$ cat config.mk
export PLATFORM = sky130hd
export DESIGN_NAME = wdtg_guard
export DESIGN_NICKNAME = d
export VERILOG_FILES = /design/src/wdtg_guard.v
export VERILOG_INCLUDE_DIRS = /design/src
export SDC_FILE = /design/constraint.sdc
export NUM_CORES = 1
export LEC_CHECK = 0
export ABC_AREA = 0
export BUFFER_PORTS_ARGS = -buffer_cell sky130_fd_sc_hd__buf_4
export CAP_MARGIN = 20
export CORE_MARGIN = 2
export CORE_UTILIZATION = 48
export DETAILED_ROUTE_END_ITERATION = 16
export PLACE_DENSITY_LB_ADDON = 0.05
export SLEW_MARGIN = 25
export SYNTH_ARGS = -nofsm -noshare
export SYNTH_HDL_FRONTEND = slang
export SYNTH_SLANG_ARGS = --single-unit
$ cat constraint.sdc
create_clock -name clk -period 2.7 [get_ports clk]
set_input_delay 0.135 -clock clk [delete_from_list [all_inputs] [get_ports clk]]
set_output_delay 0.135 -clock clk [all_outputs]
set_load 0.01 [all_outputs]
$ cat src/wdtg_regs.vh
// Register map, field positions and timing constants of the watchdog guard
`ifndef WDTG_REGS_VH
`define WDTG_REGS_VH

`define WDTG_ADDR_W 12
`define WDTG_OFS_MODE 12'h000
`define WDTG_OFS_KEY 12'h004
`define WDTG_OFS_STATUS 12'h008
`define WDTG_OFS_MASK 12'h00C
`define WDTG_OFS_COUNT 12'h010

`define WDTG_MODE_RST 8'h67
`define WDTG_MODE_TOP_HI 7
`define WDTG_MODE_TOP_LO 5
`define WDTG_MODE_TOP_VAL 3'h3
`define WDTG_MODE_STOP_BIT 4
`define WDTG_MODE_SEL_HI 2
`define WDTG_MODE_SEL_LO 0

`define WDTG_KEY_CLEAR 8'hAC
`define WDTG_KEY_READ 8'h9A

`define WDTG_ST_W 4
`define WDTG_ST_OVF 0
`define WDTG_ST_BADKEY 1
`define WDTG_ST_REWRITE 2
`define WDTG_ST_CLEARED 3
`define WDTG_MASK_RST 4'h0

`define WDTG_CNT_W 18
`define WDTG_OVF_BASE 10

// Oscillator tick period in ns, and the clock period in ns
`define WDTG_OSC_NS 4000
`define WDTG_CLK_NS 100
`define WDTG_OSC_DIV ((`WDTG_OSC_NS) / (`WDTG_CLK_NS))
`define WDTG_DIV_W 6

`endif

$ cat src/wdtg_guard.v
// Watchdog timer guard with APB register access and internal reset request
`timescale 1ns/100ps
// Function
// - Mode register accepts one byte write after reset
// - Second mode write requests internal reset
// - Reset request waits for running source clock
// - Mode register refuses partial byte writes
// - Unstoppable option ignores top mode bits
// - Stop bit halts stoppable watchdog forever, no reset
// - Wrong key write requests internal reset
// - Key register reads back fixed value
// - Mode write adds one bus wait cycle
// - Unstoppable option counts even in STOP
// - Unstoppable overflow in STOP requests reset
// - Stoppable option pauses in HALT and STOP
// - Resume uses clock selection set before
// - Stoppable option counter keeps its value across HALT/STOP
`include "wdtg_regs.vh"

module wdtg_guard (
   input wire clk,
   input wire nrst,
   input wire psel,
   input wire penable,
   input wire pwrite,
   input wire [`WDTG_ADDR_W-1:0] paddr,
   input wire [31:0] pwdata,
   input wire [3:0] pstrb,
   output reg [31:0] prdata,
   output wire pready,
   output wire pslverr,
   input wire osc_unstoppable,
   input wire cpu_halt,
   input wire cpu_stop,
   output reg wdt_reset,
   output wire irq
);

   ////////////////////////////////////////////////////////////////////////////
   // Option strap and bus decode

   reg strap_taken;
   reg unstop;
   reg [7:0] mode;
   reg mode_done;
   reg halted;
   reg rst_pending;
   reg wait_done;
   reg [`WDTG_ST_W-1:0] status;
   reg [`WDTG_ST_W-1:0] mask;
   reg [`WDTG_CNT_W-1:0] count;
   reg [`WDTG_DIV_W-1:0] div;
   reg osc_tick;

   wire access;
   wire wr;
   wire rd;
   wire sel_mode;
   wire sel_key;
   wire sel_status;
   wire sel_mask;
   wire sel_count;
   wire mapped;
   wire mode_wr;
   wire mode_wr_bad;
   wire key_wr;
   wire key_good;
   wire key_bad;
   wire src_running;
   wire [2:0] clk_sel;
   wire [`WDTG_CNT_W-1:0] limit;
   wire overflow;
   wire reset_event;
   wire [`WDTG_ST_W-1:0] st_set;
   wire [7:0] mode_in;

   // Strap is sampled once by a clocked process after release, never by the reset
   always @(posedge clk or negedge nrst) begin
      if (!nrst) begin
         strap_taken <= 1'b0;
         unstop <= 1'b0;
      end else if (!strap_taken) begin
         strap_taken <= 1'b1;
         unstop <= osc_unstoppable;
      end
   end

   assign access = psel & penable;
   assign sel_mode = (paddr == `WDTG_OFS_MODE);
   assign sel_key = (paddr == `WDTG_OFS_KEY);
   assign sel_status = (paddr == `WDTG_OFS_STATUS);
   assign sel_mask = (paddr == `WDTG_OFS_MASK);
   assign sel_count = (paddr == `WDTG_OFS_COUNT);
   assign mapped = sel_mode | sel_key | sel_status | sel_mask | sel_count;

   // Mode writes stretch the access by one cycle
   assign pready = ~(access & pwrite & sel_mode & ~wait_done);
   assign wr = access & pready & pwrite;
   assign rd = access & pready & ~pwrite;
   assign pslverr = access & pready & (~mapped | mode_wr_bad);

   always @(posedge clk or negedge nrst) begin
      if (!nrst) begin
         wait_done <= 1'b0;
      end else begin
         wait_done <= access & ~pready;
      end
   end

   ////////////////////////////////////////////////////////////////////////////
   // Mode register

   // A write without the low byte lane is a partial write and never lands
   assign mode_wr_bad = pwrite & sel_mode & ~pstrb[0];
   assign mode_wr = wr & sel_mode & pstrb[0];

   // Top bits are forced to the required pattern when the option is set
   assign mode_in = unstop ?
      {`WDTG_MODE_TOP_VAL, pwdata[`WDTG_MODE_STOP_BIT:0]} : pwdata[7:0];

   always @(posedge clk or negedge nrst) begin
      if (!nrst) begin
         mode <= `WDTG_MODE_RST;
         mode_done <= 1'b0;
      end else if (mode_wr && !mode_done) begin
         mode <= mode_in;
         mode_done <= 1'b1;
      end
   end

   assign clk_sel = mode[`WDTG_MODE_SEL_HI:`WDTG_MODE_SEL_LO];

   // Once stopped the watchdog never restarts, clearing the bit has no effect
   always @(posedge clk or negedge nrst) begin
      if (!nrst) begin
         halted <= 1'b0;
      end else if (!unstop && mode[`WDTG_MODE_STOP_BIT]) begin
         halted <= 1'b1;
      end
   end

   ////////////////////////////////////////////////////////////////////////////
   // Key register

   assign key_wr = wr & sel_key;
   assign key_good = key_wr & (pwdata[7:0] == `WDTG_KEY_CLEAR);
   assign key_bad = key_wr & (pwdata[7:0] != `WDTG_KEY_CLEAR);

   ////////////////////////////////////////////////////////////////////////////
   // Source clock and counter

   // Unstoppable: always running; stoppable: paused in HALT/STOP, dead after stop bit
   assign src_running = unstop | (~halted & ~cpu_halt & ~cpu_stop);

   always @(posedge clk or negedge nrst) begin
      if (!nrst) begin
         div <= {`WDTG_DIV_W{1'b0}};
         osc_tick <= 1'b0;
      end else if (div == `WDTG_OSC_DIV - 1) begin
         div <= {`WDTG_DIV_W{1'b0}};
         osc_tick <= src_running;
      end else begin
         div <= div + 1'b1;
         osc_tick <= 1'b0;
      end
   end

   assign limit = {{(`WDTG_CNT_W-1){1'b0}}, 1'b1} << (`WDTG_OVF_BASE + clk_sel);
   assign overflow = osc_tick & src_running & (count == limit - 1'b1);

   // Counter only advances on ticks, so a pause keeps its value
   always @(posedge clk or negedge nrst) begin
      if (!nrst) begin
         count <= {`WDTG_CNT_W{1'b0}};
      end else if (key_good) begin
         count <= {`WDTG_CNT_W{1'b0}};
      end else if (overflow) begin
         count <= {`WDTG_CNT_W{1'b0}};
      end else if (osc_tick && src_running) begin
         count <= count + 1'b1;
      end
   end

   ////////////////////////////////////////////////////////////////////////////
   // Internal reset request

   assign reset_event = key_bad | (mode_wr & mode_done) | overflow;

   // A request made while the source is stopped waits for it to run again
   always @(posedge clk or negedge nrst) begin
      if (!nrst) begin
         rst_pending <= 1'b0;
         wdt_reset <= 1'b0;
      end else begin
         wdt_reset <= 1'b0;
         if ((reset_event || rst_pending) && src_running) begin
            rst_pending <= 1'b0;
            wdt_reset <= 1'b1;
         end else if (reset_event) begin
            rst_pending <= 1'b1;
         end
      end
   end

   ////////////////////////////////////////////////////////////////////////////
   // Event status, mask and interrupt

   assign st_set[`WDTG_ST_OVF] = overflow;
   assign st_set[`WDTG_ST_BADKEY] = key_bad;
   assign st_set[`WDTG_ST_REWRITE] = mode_wr & mode_done;
   assign st_set[`WDTG_ST_CLEARED] = key_good;

   // Read clears, but an event in the same cycle wins
   genvar gi;
   generate
      for (gi = 0; gi < `WDTG_ST_W; gi = gi + 1) begin : g_st
         always @(posedge clk or negedge nrst) begin
            if (!nrst) begin
               status[gi] <= 1'b0;
            end else if (st_set[gi]) begin
               status[gi] <= 1'b1;
            end else if (rd && sel_status) begin
               status[gi] <= 1'b0;
            end
         end
      end
   endgenerate

   always @(posedge clk or negedge nrst) begin
      if (!nrst) begin
         mask <= `WDTG_MASK_RST;
      end else if (wr && sel_mask) begin
         mask <= pwdata[`WDTG_ST_W-1:0];
      end
   end

   assign irq = |(status & mask);

   ////////////////////////////////////////////////////////////////////////////
   // Read data

   always @(posedge clk or negedge nrst) begin
      if (!nrst) begin
         prdata <= 32'h00000000;
      end else if (psel && !penable && !pwrite) begin
         if (sel_mode) begin
            prdata <= {24'h000000, mode};
         end else if (sel_key) begin
            prdata <= {24'h000000, `WDTG_KEY_READ};
         end else if (sel_status) begin
            prdata <= {28'h0000000, status};
         end else if (sel_mask) begin
            prdata <= {28'h0000000, mask};
         end else if (sel_count) begin
            prdata <= {14'h0000, count};
         end else begin
            prdata <= 32'h00000000;
         end
      end
   end

endmodule

Word level (Yosys, flattened, before mapping) --
Index checks and enable logic that the tools add are counted.
Word-level totals: input port bits 56, register bits after elaboration 80, output and inout port bits 36
Cells by class: mux-type cells 19, add/subtract/negate cells 4, bitwise operators 38, reduce and logical (&&, ||, !) cells 21, eq/ne operators 8, shift operators 1
Operators with widths (count):
- $mux W32 | 3
- $mux W18 | 5
- $eq A12 B4 Y1 const B | 2
- $and A1 B1 Y1 | 21
- $add A18 B1 Y18 const B | 1
- $eq A18 B18 Y1 | 1
- $shl A1 B5 Y18 const A | 1
- $sub A18 B1 Y18 const B | 1
- $eq A12 B3 Y1 const B | 1
- $eq A12 B5 Y1 const B | 1
- $logic_not A12 Y1 | 1
- $reduce_bool A2 Y1 | 5
- $mux W1 | 9
- $eq A8 B8 Y1 const B | 1
- $logic_and A1 B1 Y1 | 8
- $mux W8 | 1
- $ne A8 B8 Y1 const B | 1
- $not A1 Y1 | 8
- $or A1 B1 Y1 | 8
- $add A6 B1 Y6 const B | 1
- $eq A6 B6 Y1 const B | 1
- $mux W6 | 1
- $add A4 B3 Y5 const A | 1
- $and A4 B4 Y4 | 1
- 4 further kinds | 7

Logic depth before layout (Yosys ltp) --
word-level depth 15, gate-level depth with buffers 11, depth with buffers taken out 8

Least setup slack after synthesis --
OpenSTA, ideal clock, no wires.
kind register -> register, start point reg mode[1], end point reg count[9], path slack -0.108 ns, cell stages (with the launch flop) 12, library setup time 0.119 ns, data required time 2.581 ns, arrival 2.689 ns, cell sequence dfstp_2 > buf_6 > inv_1 > ha_1 > buf_2 > nor4bb_1 > xnor2_1 > nand4_1 > or4_4 > o21ai_4 > buf_12 > nor2_2
Between the ends: word-level cells in the longest chain between the ends 7
RTL lines:
- start, declared | line wdtg_guard.v:44 | reg [7:0] mode;
- start signal, assigned | line wdtg_guard.v:123 | mode <= `WDTG_MODE_RST;
- start signal, assigned | line wdtg_guard.v:126 | mode <= mode_in;
- $add A4 B3 Y5 (no line) (*)
- $shl A1 B5 Y18 (*) | line wdtg_guard.v:168 | assign limit = {{(`WDTG_CNT_W-1){1'b0}}, 1'b1} << (`WDTG_OVF_BASE + clk_sel);
- $sub A18 B1 Y18 (*) | line wdtg_guard.v:169 | assign overflow = osc_tick & src_running & (count == limit - 1'b1);
- $eq A18 B18 Y1 (*) | line wdtg_guard.v:169
- $and A1 B1 Y1 (*) | line wdtg_guard.v:169
- $mux W18 | line wdtg_guard.v:177 | end else if (overflow) begin
- $mux W18 | line wdtg_guard.v:175 | end else if (key_good) begin
- end signal, assigned | line wdtg_guard.v:174 | count <= {`WDTG_CNT_W{1'b0}};
- end signal, assigned | line wdtg_guard.v:176 | count <= {`WDTG_CNT_W{1'b0}};
- end signal, assigned | line wdtg_guard.v:178 | count <= {`WDTG_CNT_W{1'b0}};
- end, declared | line wdtg_guard.v:51 | reg [`WDTG_CNT_W-1:0] count;
Mark *: on every way between the ends. The rest lies on a longest branch, timed or not. A chain may end at the register's enable or synchronous reset.

Worst setup path in the final report --
start point reg mode[1], end point reg count[3]
Same word-level chain as after synthesis.

==> results.md <==
* Max-cap violations at 0
* Pleak at 2.03 nW
* Netlist Area Pre-Place at 3520 um2
* Die Wd at 89.7 um
* Bufs and invs on worst path at 2
* Htree depth at 3
* Final worst path period share at 95.3%
* Pins Over Slew Limit at 0
* NetSw at 498 uW
* Crit Path Max Fanout at 13
* Initial Utilization at 49.1%
* Max frequency at 389 MHz
* Clock sinks at 66
* Max incr delay on CP at 0.58 ns
* Slowest-stage cell, CP: or4_4
* Row count at 31
* Syn avg cell area at 9.58 um2
* P per Cell Area at 498 nW/um2
* Rel. slew slack at 45.9%
* Hold Vio Cnt, Final at 0
* Pwr Total at 2.12 mW
* Via/cell ratio at 5.17
* Clock power share at 44.8%
* Post-synth EDFFs at 0
* Worst skew pair latency at 0.35 ns
* Switching share of power at 23.5%
* Commonest cells in the netlist: dfrtp_1, nand2_1, nor2_1
* CP Data Required Time at 2.94 ns
* CP Launch Type: register
* Top cells by area, synth: dfrtp_1, nand2_1, xor2_1
* Setup Buffers After CTS at 0
* GRT Residual Overflow at 0
* Async S/R FF share, synth at 100%
* FF+latch count, synth at 66
* Most common cell in the synthesized netlist: dfrtp_1
* Routed Wire Length at 7890 um
* Post-route DRC at 0
* Total vias in the final route at 2736
* # IOs at 92
* Signal arrival time at the worst endpoint at 2.81 ns
* Vias in the first global route at 2570
* # diodes at 0
* DIE HEIGHT at 89.7 um
* Share of cells above drive strength 1 at 25.3%
* Total GRT Usage at 21.3%
* Setup ws final at 0.127 ns
* Synth Flop Type: dfrtp_1
* Hold Slack at 0.0128 ns
* Area added between synthesis and finish at 20.6%
* 1st-pass router iterations at 4
* CP Class: register to register
* Largest net degree at the start of global routing at 67
* Comb pwr share at 6.8%
* RD Place Congestion at 0.839
* Cell taking the most area after synthesis: dfrtp_1
* RSZ-0062 raised after global routing: no
* Number of buffers created by CTS at 9
* Core area at 7180 um2
* Setup violations, final at 0
* Setup WS pre-CTS at -0.0280 ns
* Sequential Power Share at 48.4%
* Port Buffer Count at 50
* Final nets at 488
* Crit path max-delay family: simple AND/OR/NAND/NOR gates
* Global-route wire length before repair at 12900 um
* Final min period at 2.57 ns
* Status: finished, final reports clean
* Layout Skew at 0.00576 ns
* Final core occ at 59.2%
* Slew of the pin with the lowest slew margin at 0.811 ns
* Cells after Synth at 368
* Longest Clk Path Bufs at 2
* VDD IR max at 357 uV
* Initial antenna violation count at 0
* Final ANT Viol Nets at 0
* Synth unique cells at 58
* Internal at 1.62 mW
* Setup_tns at 0 ns
* HPWL after detailed placement at 5830 um
* Critical path cell sequence: inv_1, ha_4, nor4bb_4, xnor2_1, nand4_1, or4_4, o21ai_4, buf_12, nor2_1
* Ys Warns at 0
* Hold Path Class: primary input to register
* Initial drt markers at 112
* Drt wl/cell at 14.9 um
* CTS tree: done
* Share of the synthesized area in the top cell type at 43.3%
* Die ar. at 8040 um2
* Root buf cell: clkbuf_8
* CP Capture Type: register
* Register area share after synthesis at 47.0%
* Clk pin slew, worst setup/hold paths at 0.07 ns
[area by class of cell]
class                           count  area [um2]
Inverter                            8        30.0
Fill cell                         639        2930
Multi-Input combinational cell    280        1750
Tap cell                           99         124
Sequential cell                    66        1660
Timing Repair Buffer               60         465
Clock buffer                       10         138
Clock inverter                      6        90.1
[repair_timing]
action	CTS	global route
endpoints found under the hold margin	61	0
pin swaps	0	0
resized for setup	1	1
endpoints found under the setup margin	17	19
hold buffers	1	0
[state kept, by name (all words and copies together), names as in the netlist]
register / count
unstop: 1
count: 18
rst_pending: 1
div: 6
mask: 4
status: 4
wait_done: 1
osc_tick: 1
mode_done: 1
strap_taken: 1
halted: 1
prdata: 18
mode: 8
wdt_reset: 1
[worst register-to-register path: cells and delay by family (launching register included)]
kind / cells / cell delay, ns
adder cells (fa/ha/maj): 1 / 0.34
AND/OR/NAND/NOR: 4 / 0.97
flip-flops: 1 / 0.55
AO/OA/AOI/OAI: 1 / 0.21
XOR/XNOR: 1 / 0.15
buffers and inverters: 2 / 0.26
[cells in the final DEF (no fill, tap or decap), types with 4 or more instances in the layout]
cell type and instances:
nor2_2 10, xor2_1 16, inv_1 8, xnor2_1 12
a21oi_1 13, dfstp_2 5, buf_4 58, mux2_2 7
nor2b_1 4, nand2_1 46, ha_1 6, and3_1 9
clkbuf_8 10, nor3_1 9, a22o_1 5, nand3_1 24
dfrtp_1 61, nor2_1 34, o21ai_0 16, conb_1 15
nand4_1 7
[logic make-up after synthesis]
logic type / after synthesis / share of synthesized area, %
and+or+nand+nor: 164 / 23.7
adders and majority gates: 7 / 2.48
xor gates and xnor gates: 28 / 6.96
DFF: 66 / 47.0
AOI/OAI and AO/OA: 56 / 10.4
other: 2 / 0.213
buffers and inverters: 35 / 6.03
muxes: 10 / 3.12
[power by group through the flow]
stage               Combinational (mW)  Clock (mW)  Sequential (mW)
floorplan                       0.0641           0             1.04
global placement                 0.144           0             1.04
detailed placement               0.146           0             1.04
CTS                              0.148       0.963             1.02
global route                     0.164        1.00             1.03
finish                           0.144       0.948             1.02
[metal layers]
metal  share of wire [%]  track usage (%)  routed length, um  vias to the layer above
met3                 3.6             3.66                287                       13
met5                   0                0                  0                        -
met1                  47             28.4               3690                     1303
met2                  48             34.8               3770                       59
li1                    -                -                  -                     1361
met4                 1.8             8.28                142                        0
[worst paths after layout]
path	end	startpoint	slack [ns]	cells after the start
min reg2reg	div[0]	div[0]	0.45	1
max	count[3]	mode[1]	0.13	9
max in group asynchronous	status[1]	nrst	1.75	2
min in group asynchronous	prdata[16]	nrst	0.42	2
max reg2reg	count[3]	mode[1]	0.13	9
min	mode[4]	pwdata[4]	0.01	2
[per-stage QoR]
| stage | cells | cell area [um2] |
|---|---|---|
| 4_1_cts | 529 | 4240 |
| 2_1_floorplan | 381 | 3600 |
| 3_5_place_dp | 512 | 4000 |
| 3_3_place_gp | 512 | 4000 |
| 5_1_grt | 529 | 4250 |
| 6_report | 529 | 4250 |
(Power assumes the default switching activity.)
